## config.mk

```make
export PLATFORM = sky130hd
export DESIGN_NAME = rfc_frontend
export DESIGN_NICKNAME = d
export VERILOG_FILES = /design/src/rfc_pdm.v /design/src/rfc_serial_master.v /design/src/rfc_frontend.v
export VERILOG_INCLUDE_DIRS = /design/src
export SDC_FILE = /design/constraint.sdc
export NUM_CORES = 1
export LEC_CHECK = 0
export ABC_AREA = 1
export BUFFER_PORTS_ARGS = -buffer_cell sky130_fd_sc_hd__buf_4
export CAP_MARGIN = 40
export CORE_ASPECT_RATIO = 0.9
export CORE_UTILIZATION = 59
export DETAILED_ROUTE_END_ITERATION = 6
export GPL_TIMING_DRIVEN = 0
export MAX_ROUTING_LAYER = met4
export PLACE_DENSITY = 0.91
export SKIP_CTS_REPAIR_TIMING = 1
export SLEW_MARGIN = 20
export SYNTH_ARGS = -nofsm -noshare
export SYNTH_HDL_FRONTEND = slang
export SYNTH_SLANG_ARGS = --single-unit
```

## constraint.sdc

```tcl
create_clock -name clk -period 3.8 [get_ports clk]
set_clock_uncertainty 0.15 [all_clocks]
set_input_delay 0.38 -clock clk [delete_from_list [all_inputs] [get_ports clk]]
set_output_delay 0.38 -clock clk [all_outputs]
set_load 0.005 [all_outputs]
```

## src/rfc_map.vh

```
// constants for the rf front end control block
`ifndef RFC_MAP_VH
`define RFC_MAP_VH

// band offsets of the open loop power estimate, in dB
`define RFC_OFFSET_CELL_DB (-11'sh049)
`define RFC_OFFSET_PCS_DB (-11'sh04c)

// pcs channel at or below which the lower band select is used
`define RFC_PCS_SPLIT_CH 11'h258

// closed loop correction step and symmetric limit, in dB
`define RFC_CL_STEP_DB 11'sh001
`define RFC_CL_LIMIT_DB 11'sh03f

// output power giving zero attenuation on the gain pdm, in dBm
`define RFC_GAIN_REF_DBM 12'sh01e

// received power filter: weight of a new sample is 2^-shift
`define RFC_FILT_SHIFT 2

// clock period and timing figures
`define RFC_CLK_NS 10
`define RFC_PA_HOLD_NS 2000
`define RFC_PA_HOLD_CYC (`RFC_PA_HOLD_NS / `RFC_CLK_NS)
`define RFC_PA_DWELL_NS 20000
`define RFC_PA_DWELL_CYC (`RFC_PA_DWELL_NS / `RFC_CLK_NS)
`define RFC_SER_HALF_NS 50
`define RFC_SER_HALF_CYC (`RFC_SER_HALF_NS / `RFC_CLK_NS)

// serial word layout: read flag, seven address bits, eight data bits
`define RFC_SER_BITS 16
`define RFC_SER_DATA_BITS 8
`define RFC_SER_READ_BIT 15

// reset values of the band selects
`define RFC_RST_UPPER_BAND 1'b0
`define RFC_RST_LOWER_BAND 1'b1

`endif

```

## src/rfc_pdm.v

```verilog
// first order pulse density modulator
`timescale 1ns/1ps
module rfc_pdm #(
   parameter W = 10
) (
   input wire clk,
   input wire reset_n,
   input wire [W-1:0] level,
   output reg pdm
);
   reg [W-1:0] acc;
   wire [W:0] sum;

   // carry out of the accumulator is the density output
   assign sum = {1'b0, acc} + {1'b0, level};

   always @(posedge clk or negedge reset_n) begin
      if (!reset_n) begin
         acc <= {W{1'b0}};
         pdm <= 1'b0;
      end else begin
         acc <= sum[W-1:0];
         pdm <= sum[W];
      end
   end
endmodule

```

## src/rfc_serial_master.v

```verilog
// three wire serial bus master with optional readback
`timescale 1ns/1ps
`include "rfc_map.vh"
module rfc_serial_master #(
   parameter HALF = `RFC_SER_HALF_CYC,
   parameter NBITS = `RFC_SER_BITS
) (
   input wire clk,
   input wire reset_n,
   input wire start,
   input wire [NBITS-1:0] word,
   output reg busy,
   output reg done,
   output reg [`RFC_SER_DATA_BITS-1:0] rd_data,
   output reg strobe,
   output reg sclk,
   output reg data_out,
   output reg data_oe,
   input wire data_in
);
   localparam ST_IDLE = 3'b001;
   localparam ST_SHIFT = 3'b010;
   localparam ST_END = 3'b100;

   reg [2:0] state;
   reg [15:0] div;
   reg [7:0] bitcnt;
   reg [NBITS-1:0] shift;
   reg rd;
   wire div_end;

   assign div_end = (div == HALF[15:0] - 16'h0001);

   // one frame: strobe high, msb first, data changes on falling clock
   always @(posedge clk or negedge reset_n) begin
      if (!reset_n) begin
         state <= ST_IDLE;
         div <= 16'h0000;
         bitcnt <= 8'h00;
         shift <= {NBITS{1'b0}};
         rd <= 1'b0;
         busy <= 1'b0;
         done <= 1'b0;
         rd_data <= 8'h00;
         strobe <= 1'b0;
         sclk <= 1'b0;
         data_out <= 1'b0;
         data_oe <= 1'b0;
      end else begin
         done <= 1'b0;
         case (state)
            ST_IDLE: begin
               if (start) begin
                  shift <= word;
                  rd <= word[`RFC_SER_READ_BIT];
                  data_out <= word[NBITS-1];
                  data_oe <= 1'b1;
                  strobe <= 1'b1;
                  busy <= 1'b1;
                  bitcnt <= NBITS[7:0] - 8'h01;
                  div <= 16'h0000;
                  state <= ST_SHIFT;
               end
            end
            ST_SHIFT: begin
               div <= div_end ? 16'h0000 : div + 16'h0001;
               if (div_end && !sclk) begin
                  sclk <= 1'b1;
                  // slave drives the data phase of a read
                  if (rd && bitcnt < `RFC_SER_DATA_BITS)
                     rd_data <= {rd_data[`RFC_SER_DATA_BITS-2:0], data_in};
               end else if (div_end) begin
                  sclk <= 1'b0;
                  if (bitcnt == 8'h00) begin
                     state <= ST_END;
                  end else begin
                     bitcnt <= bitcnt - 8'h01;
                     shift <= {shift[NBITS-2:0], 1'b0};
                     data_out <= shift[NBITS-2];
                     // release the line before the slave turns it round
                     data_oe <= !(rd && bitcnt <= `RFC_SER_DATA_BITS);
                  end
               end
            end
            ST_END: begin
               div <= div_end ? 16'h0000 : div + 16'h0001;
               if (div_end) begin
                  strobe <= 1'b0;
                  data_oe <= 1'b0;
                  data_out <= 1'b0;
                  busy <= 1'b0;
                  done <= 1'b1;
                  state <= ST_IDLE;
               end
            end
            default: state <= ST_IDLE;
         endcase
      end
   end
endmodule

```

## src/rfc_frontend.v

```verilog
// rf front end control: power loop, amplifier sequencing, pdms, buses
`timescale 1ns/1ps
`include "rfc_map.vh"
module rfc_frontend #(
   parameter PA_HOLD_CYC = `RFC_PA_HOLD_CYC,
   parameter PA_DWELL_CYC = `RFC_PA_DWELL_CYC,
   parameter SER_HALF_CYC = `RFC_SER_HALF_CYC
) (
   input wire clk,
   input wire reset_n,
   // receive strength and mode
   input wire signed [9:0] rssi_dbm,
   input wire rssi_valid,
   input wire band_is_pcs,
   input wire fm_mode,
   input wire [9:0] fm_tx_gain_code,
   input wire signed [9:0] fm_lna_rise_dbm,
   input wire signed [9:0] fm_lna_fall_dbm,
   // power loop corrections
   input wire signed [9:0] access_probe_db,
   input wire closed_loop_step,
   input wire closed_loop_up,
   input wire closed_loop_clear,
   // amplifier operating point switch levels, ascending
   input wire signed [10:0] pa_level1_dbm,
   input wire signed [10:0] pa_level2_dbm,
   input wire signed [10:0] pa_level3_dbm,
   // transmission sequencing
   input wire tx_request,
   input wire [15:0] pa_lead_cycles,
   input wire synthesizer_locked,
   input wire vco_request,
   input wire gps_acquire,
   input wire [10:0] pcs_channel,
   input wire [9:0] freq_track_level,
   // rf chip control bus
   input wire ctl_start,
   input wire [15:0] ctl_word,
   output wire ctl_busy,
   output wire ctl_done,
   output wire [7:0] ctl_read_data,
   output wire serial_ctl_strobe,
   output wire serial_ctl_clock,
   output wire serial_ctl_data_out,
   output wire serial_ctl_data_oe,
   input wire serial_ctl_data_in,
   // transmitter chip bus
   input wire tx_chip_start,
   input wire [15:0] tx_chip_word,
   output wire tx_chip_busy,
   output wire tx_chip_done,
   output wire [7:0] tx_chip_read_data,
   output wire tx_chip_serial_strobe,
   output wire tx_chip_serial_clock,
   output wire tx_chip_serial_data_out,
   output wire tx_chip_serial_data_oe,
   input wire tx_chip_serial_data_in,
   // rf control outputs
   output reg [1:0] amp_power_enable,
   output reg [1:0] amp_operating_point,
   output reg tx_keying,
   output reg upper_band_select,
   output reg lower_band_select,
   output reg vco_power_enable,
   output reg analog_mode_lna_step,
   output wire transmit_gain_pdm,
   output wire freq_track_pdm,
   output reg signed [10:0] tx_power_dbm
);
   // clamp a wide sum into the 11 bit power range
   function signed [10:0] rfc_clamp11;
      input signed [12:0] v;
      begin
         if (v > 13'sh03ff)
            rfc_clamp11 = 11'sh3ff;
         else if (v < -13'sh0400)
            rfc_clamp11 = -11'sh400;
         else
            rfc_clamp11 = v[10:0];
      end
   endfunction

   // sign extend an 11 bit value to the 13 bit working width
   function signed [12:0] rfc_ext13;
      input signed [10:0] v;
      begin
         rfc_ext13 = {{2{v[10]}}, v};
      end
   endfunction

   reg signed [12:0] filt_q;
   reg signed [10:0] cl_acc;
   reg lock_meta;
   reg lock_sync;
   reg [9:0] gain_code;
   reg [1:0] pa_cand;
   reg [15:0] dwell_cnt;
   reg pa_active;
   reg [15:0] hold_cnt;
   reg [15:0] lead_cnt;
   reg signed [10:0] next_cl;
   reg signed [11:0] atten;
   reg [1:0] pa_target;

   wire signed [12:0] rssi_q;
   wire signed [12:0] filt_err;
   wire signed [10:0] filt_db;
   wire signed [10:0] offset_db;
   wire signed [12:0] power_sum;
   wire lead_done;

   // rssi in quarter dB, one pole filter toward each new sample
   assign rssi_q = {rssi_dbm[9], rssi_dbm, 2'b00};
   assign filt_err = rssi_q - filt_q;
   assign filt_db = filt_q[12:2];

   always @(posedge clk or negedge reset_n) begin
      if (!reset_n)
         filt_q <= 13'sh0000;
      else if (rssi_valid)
         filt_q <= filt_q + (filt_err >>> `RFC_FILT_SHIFT);
   end

   // closed loop sum saturates so a long run of steps cannot wrap
   always @* begin
      next_cl = cl_acc;
      if (closed_loop_up && cl_acc < `RFC_CL_LIMIT_DB)
         next_cl = cl_acc + `RFC_CL_STEP_DB;
      else if (!closed_loop_up && cl_acc > -`RFC_CL_LIMIT_DB)
         next_cl = cl_acc - `RFC_CL_STEP_DB;
   end

   always @(posedge clk or negedge reset_n) begin
      if (!reset_n)
         cl_acc <= 11'sh000;
      else if (closed_loop_clear)
         cl_acc <= 11'sh000;
      else if (closed_loop_step)
         cl_acc <= next_cl;
   end

   // open loop estimate plus corrections
   assign offset_db = band_is_pcs ? `RFC_OFFSET_PCS_DB :
      `RFC_OFFSET_CELL_DB;
   assign power_sum = -rfc_ext13(filt_db) + rfc_ext13(offset_db) +
      {{3{access_probe_db[9]}}, access_probe_db} + rfc_ext13(cl_acc);

   always @(posedge clk or negedge reset_n) begin
      if (!reset_n)
         tx_power_dbm <= 11'sh000;
      else
         tx_power_dbm <= rfc_clamp11(power_sum);
   end

   // attenuation code: 16 steps per dB below the reference, clipped
   always @* begin
      atten = `RFC_GAIN_REF_DBM - {tx_power_dbm[10], tx_power_dbm};
      pa_target = 2'b00;
      if (tx_power_dbm >= pa_level1_dbm)
         pa_target = 2'b01;
      if (tx_power_dbm >= pa_level2_dbm)
         pa_target = 2'b10;
      if (tx_power_dbm >= pa_level3_dbm)
         pa_target = 2'b11;
   end

   // fm loop takes its code directly from the analog gain loop
   always @(posedge clk or negedge reset_n) begin
      if (!reset_n)
         gain_code <= 10'h000;
      else if (fm_mode)
         gain_code <= fm_tx_gain_code;
      else if (atten < 12'sh000)
         gain_code <= 10'h000;
      else if (atten > 12'sh03f)
         gain_code <= 10'h3ff;
      else
         gain_code <= {atten[5:0], 4'h0};
   end

   rfc_pdm #(
      .W(10)
   ) u_gain_pdm (
      .clk(clk),
      .reset_n(reset_n),
      .level(gain_code),
      .pdm(transmit_gain_pdm)
   );

   rfc_pdm #(
      .W(10)
   ) u_track_pdm (
      .clk(clk),
      .reset_n(reset_n),
      .level(freq_track_level),
      .pdm(freq_track_pdm)
   );

   // operating point moves only after the target held for the dwell;
   // this stops the amplifier chattering on a power near a level
   always @(posedge clk or negedge reset_n) begin
      if (!reset_n) begin
         pa_cand <= 2'b00;
         dwell_cnt <= 16'h0000;
         amp_operating_point <= 2'b00;
      end else if (pa_target == amp_operating_point) begin
         pa_cand <= pa_target;
         dwell_cnt <= 16'h0000;
      end else if (pa_target != pa_cand) begin
         pa_cand <= pa_target;
         dwell_cnt <= 16'h0000;
      end else if (dwell_cnt >= PA_DWELL_CYC - 1) begin
         amp_operating_point <= pa_cand;
         dwell_cnt <= 16'h0000;
      end else begin
         dwell_cnt <= dwell_cnt + 16'h0001;
      end
   end

   // lock line is asynchronous to clk; second flop alone is used
   always @(posedge clk or negedge reset_n) begin
      if (!reset_n) begin
         lock_meta <= 1'b0;
         lock_sync <= 1'b0;
      end else begin
         lock_meta <= synthesizer_locked;
         lock_sync <= lock_meta;
      end
   end

   assign lead_done = (lead_cnt >= pa_lead_cycles);

   // amplifier window opens on request, keying follows after the lead,
   // the window closes a hold time after the request drops
   always @(posedge clk or negedge reset_n) begin
      if (!reset_n) begin
         pa_active <= 1'b0;
         hold_cnt <= 16'h0000;
         lead_cnt <= 16'h0000;
         tx_keying <= 1'b0;
         amp_power_enable <= 2'b00;
      end else begin
         if (tx_request) begin
            pa_active <= 1'b1;
            hold_cnt <= 16'h0000;
         end else if (pa_active) begin
            if (hold_cnt >= PA_HOLD_CYC - 1)
               pa_active <= 1'b0;
            hold_cnt <= hold_cnt + 16'h0001;
         end
         // an unlocked synthesizer restarts the lead so it is honoured
         if (tx_request && lock_sync && !lead_done)
            lead_cnt <= lead_cnt + 16'h0001;
         else if (!tx_request || !lock_sync)
            lead_cnt <= 16'h0000;
         // keying waits for an enable already standing, even with no lead
         tx_keying <= tx_request && lock_sync && lead_done &&
            (|amp_power_enable);
         if ((tx_request || pa_active) && lock_sync)
            amp_power_enable <= band_is_pcs ? 2'b10 : 2'b01;
         else
            amp_power_enable <= 2'b00;
      end
   end

   // band selects, vco and fm lna step
   always @(posedge clk or negedge reset_n) begin
      if (!reset_n) begin
         upper_band_select <= `RFC_RST_UPPER_BAND;
         lower_band_select <= `RFC_RST_LOWER_BAND;
         vco_power_enable <= 1'b0;
         analog_mode_lna_step <= 1'b0;
      end else begin
         upper_band_select <= (pcs_channel > `RFC_PCS_SPLIT_CH);
         lower_band_select <= !(pcs_channel > `RFC_PCS_SPLIT_CH);
         vco_power_enable <= vco_request && !gps_acquire;
         // rise and fall thresholds give hysteresis on the step
         if (!fm_mode)
            analog_mode_lna_step <= 1'b0;
         else if (rssi_valid && rssi_dbm > fm_lna_rise_dbm)
            analog_mode_lna_step <= 1'b1;
         else if (rssi_valid && rssi_dbm < fm_lna_fall_dbm)
            analog_mode_lna_step <= 1'b0;
      end
   end

   // general rf chip bus, with readback
   rfc_serial_master #(
      .HALF(SER_HALF_CYC),
      .NBITS(`RFC_SER_BITS)
   ) u_ctl_bus (
      .clk(clk),
      .reset_n(reset_n),
      .start(ctl_start),
      .word(ctl_word),
      .busy(ctl_busy),
      .done(ctl_done),
      .rd_data(ctl_read_data),
      .strobe(serial_ctl_strobe),
      .sclk(serial_ctl_clock),
      .data_out(serial_ctl_data_out),
      .data_oe(serial_ctl_data_oe),
      .data_in(serial_ctl_data_in)
   );

   // separate bus for the transmitter chip
   rfc_serial_master #(
      .HALF(SER_HALF_CYC),
      .NBITS(`RFC_SER_BITS)
   ) u_tx_chip_bus (
      .clk(clk),
      .reset_n(reset_n),
      .start(tx_chip_start),
      .word(tx_chip_word),
      .busy(tx_chip_busy),
      .done(tx_chip_done),
      .rd_data(tx_chip_read_data),
      .strobe(tx_chip_serial_strobe),
      .sclk(tx_chip_serial_clock),
      .data_out(tx_chip_serial_data_out),
      .data_oe(tx_chip_serial_data_oe),
      .data_in(tx_chip_serial_data_in)
   );
endmodule

```

==> run summary, run 1 <==
HPWL after DPL -> 29,660 µm
CP max-delay cell -> fa_1
top_reg_cell synth -> dfrtp_1
commonest non-fill, non-tap cell in the layout -> inv_1
Critical Path Source Type -> flip-flop
failing checks -> negative hold slack
Worst path most repeated cell -> nand2_1
Post-Syn Area -> 16,080 µm²
combinational group share of total power -> 58.6%
first-pass GRT wire length -> 64,870 µm
clk sink count -> 241
post-route setup slack -> 0.2341 ns
pwr/cell area -> 803.3 nW/µm²
die area -> 27,930 µm²
Finished Layout Cells -> 2,632
Synthesis Warnings -> 0
Synth Area per Inst -> 8.152 µm²
Post-Place Setup Slack -> 0.2034 ns
area grow syn2layout -> 21.26%
CTS Root Cell -> clkbuf_16
Cell Chain, Critical Path -> inv_1, fa_1, inv_1, fa_1, inv_1, ha_1, a21oi_1, o21bai_1, nand2_1, nand2_1, nand2_1, o21ai_1, xnor2_1, nand2_1, o21ai_0
Post-Synthesis Cells -> 1,973
max_cap viols -> 0
chip height -> 158.6 µm
antenna violations before repair -> 1
Buffers on Ports -> 216
GRT Util Overall -> 29.02%
Netlist cell types -> 63
synth top area cells -> dfrtp_1 (37%), ha_1 (12%), inv_1 (7.9%)
commonest cells after routing, fill and taps aside -> inv_1 (339), nand2_1 (326), dfrtp_1 (238)
internal power -> 8.415 mW
wire per inst -> 15.31 µm
Clock power frac -> 16.3%
final hold violations -> 11
Critical Path AT -> 3.85 ns
Initial Utilization -> 60.89%
Yosys top cell area share -> 37.03%
sequential area share after synthesis -> 37.52%
Detailed Routing Iterations Pass 1 -> 5
sw frac -> 46.29%
Post-synth EDFFs -> 0
Final Wtd Congestion -> 0.9364
DRC viols -> 0
vias in the first global route -> 14,390
crit-path max FO -> 10
part of the power in registers -> 25.0%
minimum clock period -> 3.566 ns
largest net degree at the start of global routing -> 99
HP Class -> in2reg
layout cell share with drive strength beyond 1 -> 15.94%
CTS tree -> built
WL final -> 40,290 µm
CP endpoint kind -> flip-flop
Least-Margin Pin Slew -> 0.5448 ns
Clock Tree Buf Depth -> 3
# setup viols final -> 0
P_leak -> 9.981 nW
GRT Residual Overflow -> 0
NetSw -> 7.252 mW
r2r startpoint -> filt_q[3]
Clock Latency Late Sink -> 0.53 ns
io pins -> 218
maximum clock frequency -> 0.2804 GHz
Worst-path clk slew -> 0.06 ns
largest area contributor in the netlist -> dfrtp_1
H-tree depth -> 1
worst setup path startpoint -> filt_q[3]
Core Rows -> 56
antenna-violating nets left -> 0
Seq cells post-synth -> 241
post-route clock period utilization -> 93.84%
vias per inst -> 5.566
CTS Buf Count -> 26
outcome -> finished, violations left
CP delay by family, top -> adder cells
vias -> 14,650
CP Class -> reg2reg
hold_ws -> -0.02246 ns
fin. max-slew vios -> 0
die width -> 176.0 µm
Starting DRT DRC Count -> 1,142
Placed Instances -> 2,543
Worst Path Buf+Inv -> 3
VDD IR max -> 0.0007184 V
floorplan core area -> 26,420 µm²
Async S/R FF share, synth -> 100.0%
min-delay src -> ctl_word[11]
Layout Nets -> 2,603
max incr delay on CP -> 0.52 ns
critical path required time -> 4.08 ns
Max transition margin -> 63.22%
==> flip-flops by register name, summed over array words and instances, names as in the netlist, 13 cells and up <==
register / count
u_tx_chip_bus.shift: 15
u_tx_chip_bus.div: 16
filt_q: 13
u_ctl_bus.shift: 15
hold_cnt: 16
lead_cnt: 16
u_ctl_bus.div: 16
dwell_cnt: 16
==> cells in the mapped netlist (4+ instances only) <==
library cell  instances
clkbuf_1             18
nand3b_1              5
a21oi_1             113
nor4_1               12
mux2_2               16
a21o_1                4
a31oi_1              10
dfrtp_1             238
nor2_2               19
and3_1                4
o21ai_0             102
buf_2                 9
o22ai_1              25
nand2_2              11
o21bai_1              5
nor3_2                4
fa_1                 17
xor2_1               59
nor2_4                4
nor3_1               50
inv_1               339
o31ai_1              11
o2111ai_1             8
ha_1                155
or2_2                 5
nor3b_1               4
o211ai_1             24
xnor2_1              24
nand2_4               4
nand3_1              97
inv_2                 5
nand4_1              52
clkinv_1              4
nor2_1              138
o21ai_1               5
nand2_1             327
a211oi_1              6
==> cells by family (layout without fill, tap and decap cells) <==
kind of cell / count (synthesis) / count (layout) / share of synthesized area, %
AND/OR/NAND/NOR: 748 / 748 / 21.48
multiplexers: 16 / 16 / 1.120
buffers and inverters: 380 / 686 / 9.055
XOR/XNOR: 83 / 83 / 4.520
other: 1 / 6 / 0.02331
AO/OA/AOI/OAI: 332 / 332 / 12.11
flip-flops: 241 / 241 / 37.52
adder cells (fa/ha/maj): 172 / 172 / 14.17
==> through the flow <==
stage	utilization [%]	power [mW]	cell area [µm²]	TNS, ns
global route	73.83	17.14	19500	-0.02926
floorplan	-	10.54	16100	0
global placement	68.73	12.26	18160	0
detailed placement	68.97	12.78	18220	0
CTS	72.24	15.44	19080	0
finish	73.83	15.67	19500	0
==> layout make-up <==
cell class,instances,area [µm²]
multi-input cells,1356,8630
fillers,1878,6912
flip-flops and latches,241,6035
repair buffers,258,2082
inverters,348,1306
clock buffers,40,794.5
well taps,348,435.4
plain buffers,32,150.1
clock inverters,8,68.82
diodes,1,2.502
==> power by group through the flow <==
stage,Clock [mW],Combinational [mW],Sequential (mW)
2_1_floorplan,0,6.76,3.78
3_3_place_gp,0,8.35,3.91
3_5_place_dp,0,8.84,3.94
4_1_cts,2.59,8.94,3.91
5_1_grt,2.70,10.5,3.99
6_report,2.56,9.19,3.92
==> worst paths after layout <==
path                       depth (start not counted)                     end  slack, ns
setup / recovery                                  15         tx_power_dbm[0]       0.23
hold / removal                                     3     u_ctl_bus.shift[11]      -0.02
setup reg to reg                                  15         tx_power_dbm[0]       0.23
hold reg to reg                                    0               lock_sync       0.22
max in group asynchronous                          4  u_tx_chip_bus.state[0]       2.00
min in group asynchronous                          2       upper_band_select       0.22
==> tightest hold or removal path, cell delays in order <==
cell and delay (ns):
buf_4 0.08, o211ai_1 0.08, o21ai_0 0.07
==> metal layers <==
metal  GRT usage, %  wire length, µm  vias to the layer above  share of wire (%)
met3          3.343             1825                      118                4.5
met1          35.83            17130                     6987                 43
met2          49.51            20050                      430                 50
met5              -                0                        -                  0
met4          10.14             1285                        0                3.2
li1               -                -                     7116                  -
Note: power is estimated with default switching activity, not from simulation.
==> inputs of run 2 (changes only) <==
--- a/config.mk
+++ b/config.mk
@@ -9,8 +9,10 @@
 export ABC_AREA = 1
 export BUFFER_PORTS_ARGS = -buffer_cell sky130_fd_sc_hd__buf_4
 export CAP_MARGIN = 40
+export CELL_PAD_IN_SITES_DETAIL_PLACEMENT = 0
+export CELL_PAD_IN_SITES_GLOBAL_PLACEMENT = 1
 export CORE_ASPECT_RATIO = 0.9
-export CORE_UTILIZATION = 59
+export CORE_UTILIZATION = 44
 export DETAILED_ROUTE_END_ITERATION = 6
 export GPL_TIMING_DRIVEN = 0
 export MAX_ROUTING_LAYER = met4
==> run 2 against run 1 <==
- via count down 4.1%
- the run still ends with negative hold slack left
- core utilization down 18 points
- sequential share of layout area down 0.77 points
- register-to-register slack better by 0.09 ns
- total power up 2.3%
- largest power group unchanged
- worst setup slack better by 0.093 ns
- count of clock-buffer cells in the layout up 1
- sequential power about the same
- combinational power down 0.8%
- wire length down 2.3%
- final cell count up 5.6%
==> run summary, run 2 (synthesis results as in run 1) <==
post-route design area -> 20,000 µm² (+2.6%)
part of the power in registers -> 24.3% (-0.7 points)
Buffers on Ports -> 216 (unchanged)
Placed Instances -> 2,671 (+5.0%)
HP Class -> in2reg
Core Rows -> 66 (+18%)
Clock Tree Buf Depth -> 3 (unchanged)
layout cell share with drive strength beyond 1 -> 16.11% (+0.17 points)
Worst-path clk slew -> 0.07 ns (about the same)
sw frac -> 45.11% (-1.2 points)
GRT Util Overall -> 21.77% (-7.2 points)
first-pass GRT wire length -> 65,130 µm (+0.39%)
NetSw -> 7.229 mW (-0.31%)
CP endpoint kind -> flip-flop
post-layout util -> 55.43% (-18 points)
pwr/cell area -> 801.1 nW/µm² (-0.27%)
Clock Latency Late Sink -> 0.57 ns (+0.04 ns)
CTS Root Cell -> clkbuf_16
Critical Path Source Type -> flip-flop
minimum clock period -> 3.473 ns (-0.09312 ns)
Max transition margin -> 58.61% (-4.6 points)
Critical Path AT -> 3.78 ns (-0.07 ns)
H-tree depth -> 1 (unchanged)
internal power -> 8.795 mW (+4.5%)
Worst Path Buf+Inv -> 3 (unchanged)
Final Wtd Congestion -> 0.8973 (-4.2%)
CP Class -> reg2reg
GRT Residual Overflow -> 0 (unchanged)
CTS tree -> built
fin. max-slew vios -> 0 (unchanged)
die width -> 203.5 µm (+16%)
# setup viols final -> 0 (unchanged)
die area -> 37,320 µm² (+34%)
post-route setup slack -> 0.3273 ns (+0.09312 ns)
Post-Place Setup Slack -> 0.1881 ns (-0.01527 ns)
HPWL after DPL -> 29,790 µm (+0.44%)
CTS Buf Count -> 28 (+7.7%)
WL final -> 39,360 µm (-2.3%)
Area after DPL -> 18,380 µm² (+0.88%)
VDD IR max -> 0.0006616 V (-7.9%)
antenna violations before repair -> 0 (-1)
commonest non-fill, non-tap cell in the layout -> inv_1
max incr delay on CP -> 0.52 ns (about the same)
largest net degree at the start of global routing -> 90 (-9.1%)
Detailed Routing Iterations Pass 1 -> 5 (unchanged)
setup TNS -> 0 ns (unchanged)
Starting DRT DRC Count -> 765 (-33%)
layout filler cell count -> 3,269 (+74%)
commonest cells after routing, fill and taps aside -> inv_1 (339), nand2_1 (325), dfrtp_1 (238)
vias in the first global route -> 13,630 (-5.3%)
chip height -> 183.4 µm (+16%)
combinational group share of total power -> 56.9% (-1.7 points)
clk sink count -> 241 (unchanged)
Initial Utilization -> 44.57% (-16 points)
maximum clock frequency -> 0.2880 GHz (+2.7%)
vias per inst -> 5.057 (-9.2%)
post-route clock period utilization -> 91.39% (-2.5 points)
vias -> 14,050 (-4.1%)
Clock power frac -> 18.7% (+2.4 points)
final hold violations -> 1 (-10)
hold_ws -> -0.003670 ns (+0.01879 ns)
max_cap viols -> 0 (unchanged)
critical path required time -> 4.11 ns (+0.03 ns)
crit-path max FO -> 10 (unchanged)
P_leak -> 10.13 nW (+1.5%)
io pins -> 218 (unchanged)
Least-Margin Pin Slew -> 0.6209 ns (+0.07605 ns)
antenna-violating nets left -> 0 (unchanged)
RSZ-0062 raised after global routing -> false
Cell Chain, Critical Path -> inv_1, fa_1, inv_1, fa_1, inv_1, ha_1, fa_1, nand3_1, nand4_1, xnor2_1, nor2_1, nor2_4, o21ai_0
wire per inst -> 14.16 µm (-7.5%)
outcome -> finished, violations left
DRC viols -> 0 (unchanged)
Layout Nets -> 2,621 (+0.69%)
failing checks -> negative hold slack
CP delay by family, top -> adder cells
ant diodes -> 0 (-1)
Finished Layout Cells -> 2,779 (+5.6%)
CP max-delay cell -> fa_1
area grow syn2layout -> 24.36%
floorplan core area -> 36,090 µm² (+37%)
Overall Power -> 16.02 mW (+2.3%)
[run 2: worst reg2reg max path: cells and delay by family (launching register included)]
family          cells  cell delay (ns)
compound gates      1             0.27
xor+xnor            1             0.16
fa+ha+maj           4             1.71
buf+inv             3             0.22
flops               1             0.37
simple gates        4             0.50
[run 2: worst paths after layout]
kind	start	endpoint	slack, ns	cells after the start
setup / recovery	filt_q[3]	tx_power_dbm[0]	0.33	13
hold / removal	ctl_start	u_ctl_bus.state[0]	-0.004	4
setup reg to reg	filt_q[3]	tx_power_dbm[0]	0.33	13
hold reg to reg	lock_meta	lock_sync	0.23	0
max in group asynchronous	reset_n	cl_acc[5]	2.36	3
min in group asynchronous	reset_n	u_tx_chip_bus.bitcnt[6]	0.21	2
[run 2: power by group through the flow]
stage	sequential (mW)	combinational [mW]	clock, mW
3_5_place_dp	3.94	8.85	0
4_1_cts	3.91	8.90	3.07
3_3_place_gp	3.93	8.57	0
5_1_grt	3.99	10.5	3.16
6_report	3.90	9.12	3.00
2_1_floorplan	3.78	6.76	0
[run 2: layer usage]
layer	global-route usage, %	share of wire, %
met5	-	0
met4	4.030	1.5
met2	36.04	48
met1	28.92	47
met3	2.505	3.9
[run 2: layout make-up]
class	instances	area, µm²	share of cell area (%)
multi-input cells	1356	8636	43.17
repair buffers	274	2242	11.21
clock inverters	11	209.0	1.045
well taps	476	595.6	2.977
clock buffers	41	829.5	4.147
inverters	348	1306	6.530
plain buffers	32	150.1	0.7506
flip-flops and latches	241	6035	30.17
==> inputs of run 3 (changes only) <==
--- a/config.mk
+++ b/config.mk
@@ -12,6 +12,7 @@
 export CELL_PAD_IN_SITES_DETAIL_PLACEMENT = 0
 export CELL_PAD_IN_SITES_GLOBAL_PLACEMENT = 1
 export CORE_ASPECT_RATIO = 0.9
+export CORE_MARGIN = 2
 export CORE_UTILIZATION = 44
 export DETAILED_ROUTE_END_ITERATION = 6
 export GPL_TIMING_DRIVEN = 0
==> run 3 against run 2 <==
- the run still ends with negative hold slack left
- critical path depth rose by 10
- count of clock-buffer cells in the layout down 2
- combinational power fell by 1%
- largest cell class unchanged
- largest power group unchanged
- highest routed layer unchanged
==> run summary, run 3 (synthesis results as in run 1) <==
pwr/cell area -> 783.2 nW/µm² (-2.2%)
largest net degree at the start of global routing -> 93 (+3.3%)
final hold violations -> 1 (unchanged)
Cell Chain, Critical Path -> inv_1, ha_1, nand2_1, nand2_1, nand2_1, nand2_2, nand2_1, nand2_1, and2_1, nor2_2, o21ai_1, xnor2_1, inv_1, ha_1, a21oi_1, o21ai_0, nand2_1, o211ai_1, a31oi_1, inv_1, nand2_1, nand3_1, xor2_1
layout filler cell count -> 3,321 (+1.6%)
wire per inst -> 14.31 µm (+1.1%)
CP max-delay cell -> dfrtp_2
CTS Root Cell -> clkbuf_16
area grow syn2layout -> 23.49%
Clock power frac -> 16.9% (-1.8 points)
fin. max-slew vios -> 0 (unchanged)
setup TNS -> 0 ns (unchanged)
maximum clock frequency -> 0.2833 GHz (-1.6%)
Max transition margin -> 62.19% (+3.6 points)
crit-path max FO -> 5 (-5)
VDD IR max -> 0.0006637 V (+0.31%)
Layout Nets -> 2,621 (unchanged)
chip height -> 185.4 µm (+1.1%)
Final Wtd Congestion -> 0.8864 (-1.2%)
Multi-input gate area -> 8628 µm² (about the same)
failing checks -> negative hold slack
HP Class -> in2reg
Critical Path AT -> 3.81 ns (+0.03 ns)
CP endpoint kind -> flip-flop
Detailed Routing Iterations Pass 1 -> 6 (+1)
HPWL after DPL -> 30,340 µm (+1.8%)
io pins -> 218 (unchanged)
Buffers on Ports -> 216 (unchanged)
post-route clock period utilization -> 92.90% (+1.5 points)
Core Rows -> 66 (unchanged)
CP Class -> reg2reg
Clock Latency Late Sink -> 0.55 ns (-0.02 ns)
floorplan core area -> 36,090 µm² (unchanged)
first-pass GRT wire length -> 65,030 µm (-0.15%)
Least-Margin Pin Slew -> 0.5651 ns (-0.05578 ns)
Critical Path Source Type -> flip-flop
GRT Residual Overflow -> 0 (unchanged)
Initial Utilization -> 44.57% (unchanged)
minimum clock period -> 3.530 ns (+0.05740 ns)
hold_ws -> -0.03537 ns (-0.03170 ns)
part of the power in registers -> 25.2% (+0.9 points)
antenna violations before repair -> 1 (+1)
Post-Place Setup Slack -> 0.1684 ns (-0.01972 ns)
RSZ-0062 raised after global routing -> false
vias in the first global route -> 13,510 (-0.89%)
DRC viols -> 0 (unchanged)
Worst-path clk slew -> 0.06 ns (about the same)
critical path required time -> 4.08 ns (-0.03 ns)
Clock Tree Buf Depth -> 3 (unchanged)
layout cell share with drive strength beyond 1 -> 16.10% (about the same)
Worst path most repeated cell -> nand2_1
Placed Instances -> 2,671 (unchanged)
Starting DRT DRC Count -> 758 (-0.92%)
internal power -> 8.414 mW (-4.3%)
CTS Buf Count -> 29 (+3.6%)
Register Area -> 6036 µm² (about the same)
P_leak -> 10.07 nW (-0.62%)
outcome -> finished, violations left
max_cap viols -> 0 (unchanged)
vias -> 14,120 (+0.47%)
post-route setup slack -> 0.2699 ns (-0.05740 ns)
commonest non-fill, non-tap cell in the layout -> inv_1
commonest cells after routing, fill and taps aside -> inv_1 (339), nand2_1 (325), dfrtp_1 (237)
CTS tree -> built
die width -> 205.5 µm (+0.98%)
Overall Power -> 15.56 mW (-2.9%)
clk sink count -> 241 (unchanged)
vias per inst -> 5.077 (+0.40%)
WL final -> 39,810 µm (+1.2%)
GRT Util Overall -> 21.40% (-0.37 points)
combinational group share of total power -> 58.0% (+1.1 points)
post-layout util -> 55.04% (-0.39 points)
antenna-violating nets left -> 0 (unchanged)
# setup viols final -> 0 (unchanged)
sw frac -> 45.92% (+0.81 points)
max incr delay on CP -> 0.40 ns (-0.12 ns)
H-tree depth -> 1 (unchanged)
Finished Layout Cells -> 2,781 (+0.072%)
die area -> 38,100 µm² (+2.1%)
NetSw -> 7.144 mW (-1.2%)
run 3: per-stage QoR:
stage / hold slack, ns / cell area (µm²)
6_report: -0.03537 / 19860
5_1_grt: 0.009119 / 19860
4_1_cts: -0.3868 / 19290
3_5_place_dp: 0.1864 / 18380
3_3_place_gp: 0.1895 / 18320
2_1_floorplan: -0.06559 / 16100
run 3: layout make-up:
type	instances	area share, %
Inverter	348	6.576
Clock buffer	39	4.094
Sequential cell	241	30.39
Clock inverter	15	0.4850
Antenna cell	1	0.01260
Buffer	32	0.7559
Multi-Input combinational cell	1356	43.44
Timing Repair Buffer	273	11.25
Tap cell	476	2.998
run 3: worst max-delay path, delay by kind of cell, from the launching register on:
| family | cells | cell delay (ns) |
|---|---|---|
| AO/OA/AOI/OAI | 5 | 0.79 |
| adder cells (fa/ha/maj) | 2 | 0.63 |
| XOR/XNOR | 2 | 0.31 |
| AND/OR/NAND/NOR | 11 | 0.91 |
| flip-flops | 1 | 0.40 |
| buffers and inverters | 3 | 0.20 |
run 3: path summary, 6_finish.rpt:
| kind | from | to | slack, ns | cells after the start |
|---|---|---|---|---|
| max reg2reg | filt_q[2] | filt_q[12] | 0.27 | 23 |
| max in group asynchronous | reset_n | hold_cnt[2] | 2.42 | 3 |
| min reg2reg | lock_meta | lock_sync | 0.20 | 0 |
| max | filt_q[2] | filt_q[12] | 0.27 | 23 |
| min in group asynchronous | reset_n | u_tx_chip_bus.bitcnt[7] | 0.21 | 2 |
| min | tx_chip_word[3] | u_tx_chip_bus.shift[3] | -0.04 | 3 |
run 3: power by group through the flow:
stage	Combinational, mW	Clock, mW	Sequential, mW
3_3_place_gp	8.55	0	3.93
5_1_grt	10.4	2.84	4.01
2_1_floorplan	6.76	0	3.78
6_report	9.02	2.63	3.91
3_5_place_dp	8.81	0	3.95
4_1_cts	8.86	2.72	3.91
run 3: routing by layer:
metal / share of wire (%) / wire, µm / global-route usage (%)
met4: 3.2 / 1268 / 6.129
met1: 46 / 18220 / 28.17
met2: 47 / 18600 / 34.55
met3: 4.3 / 1716 / 2.903
met5: 0 / 0 / -
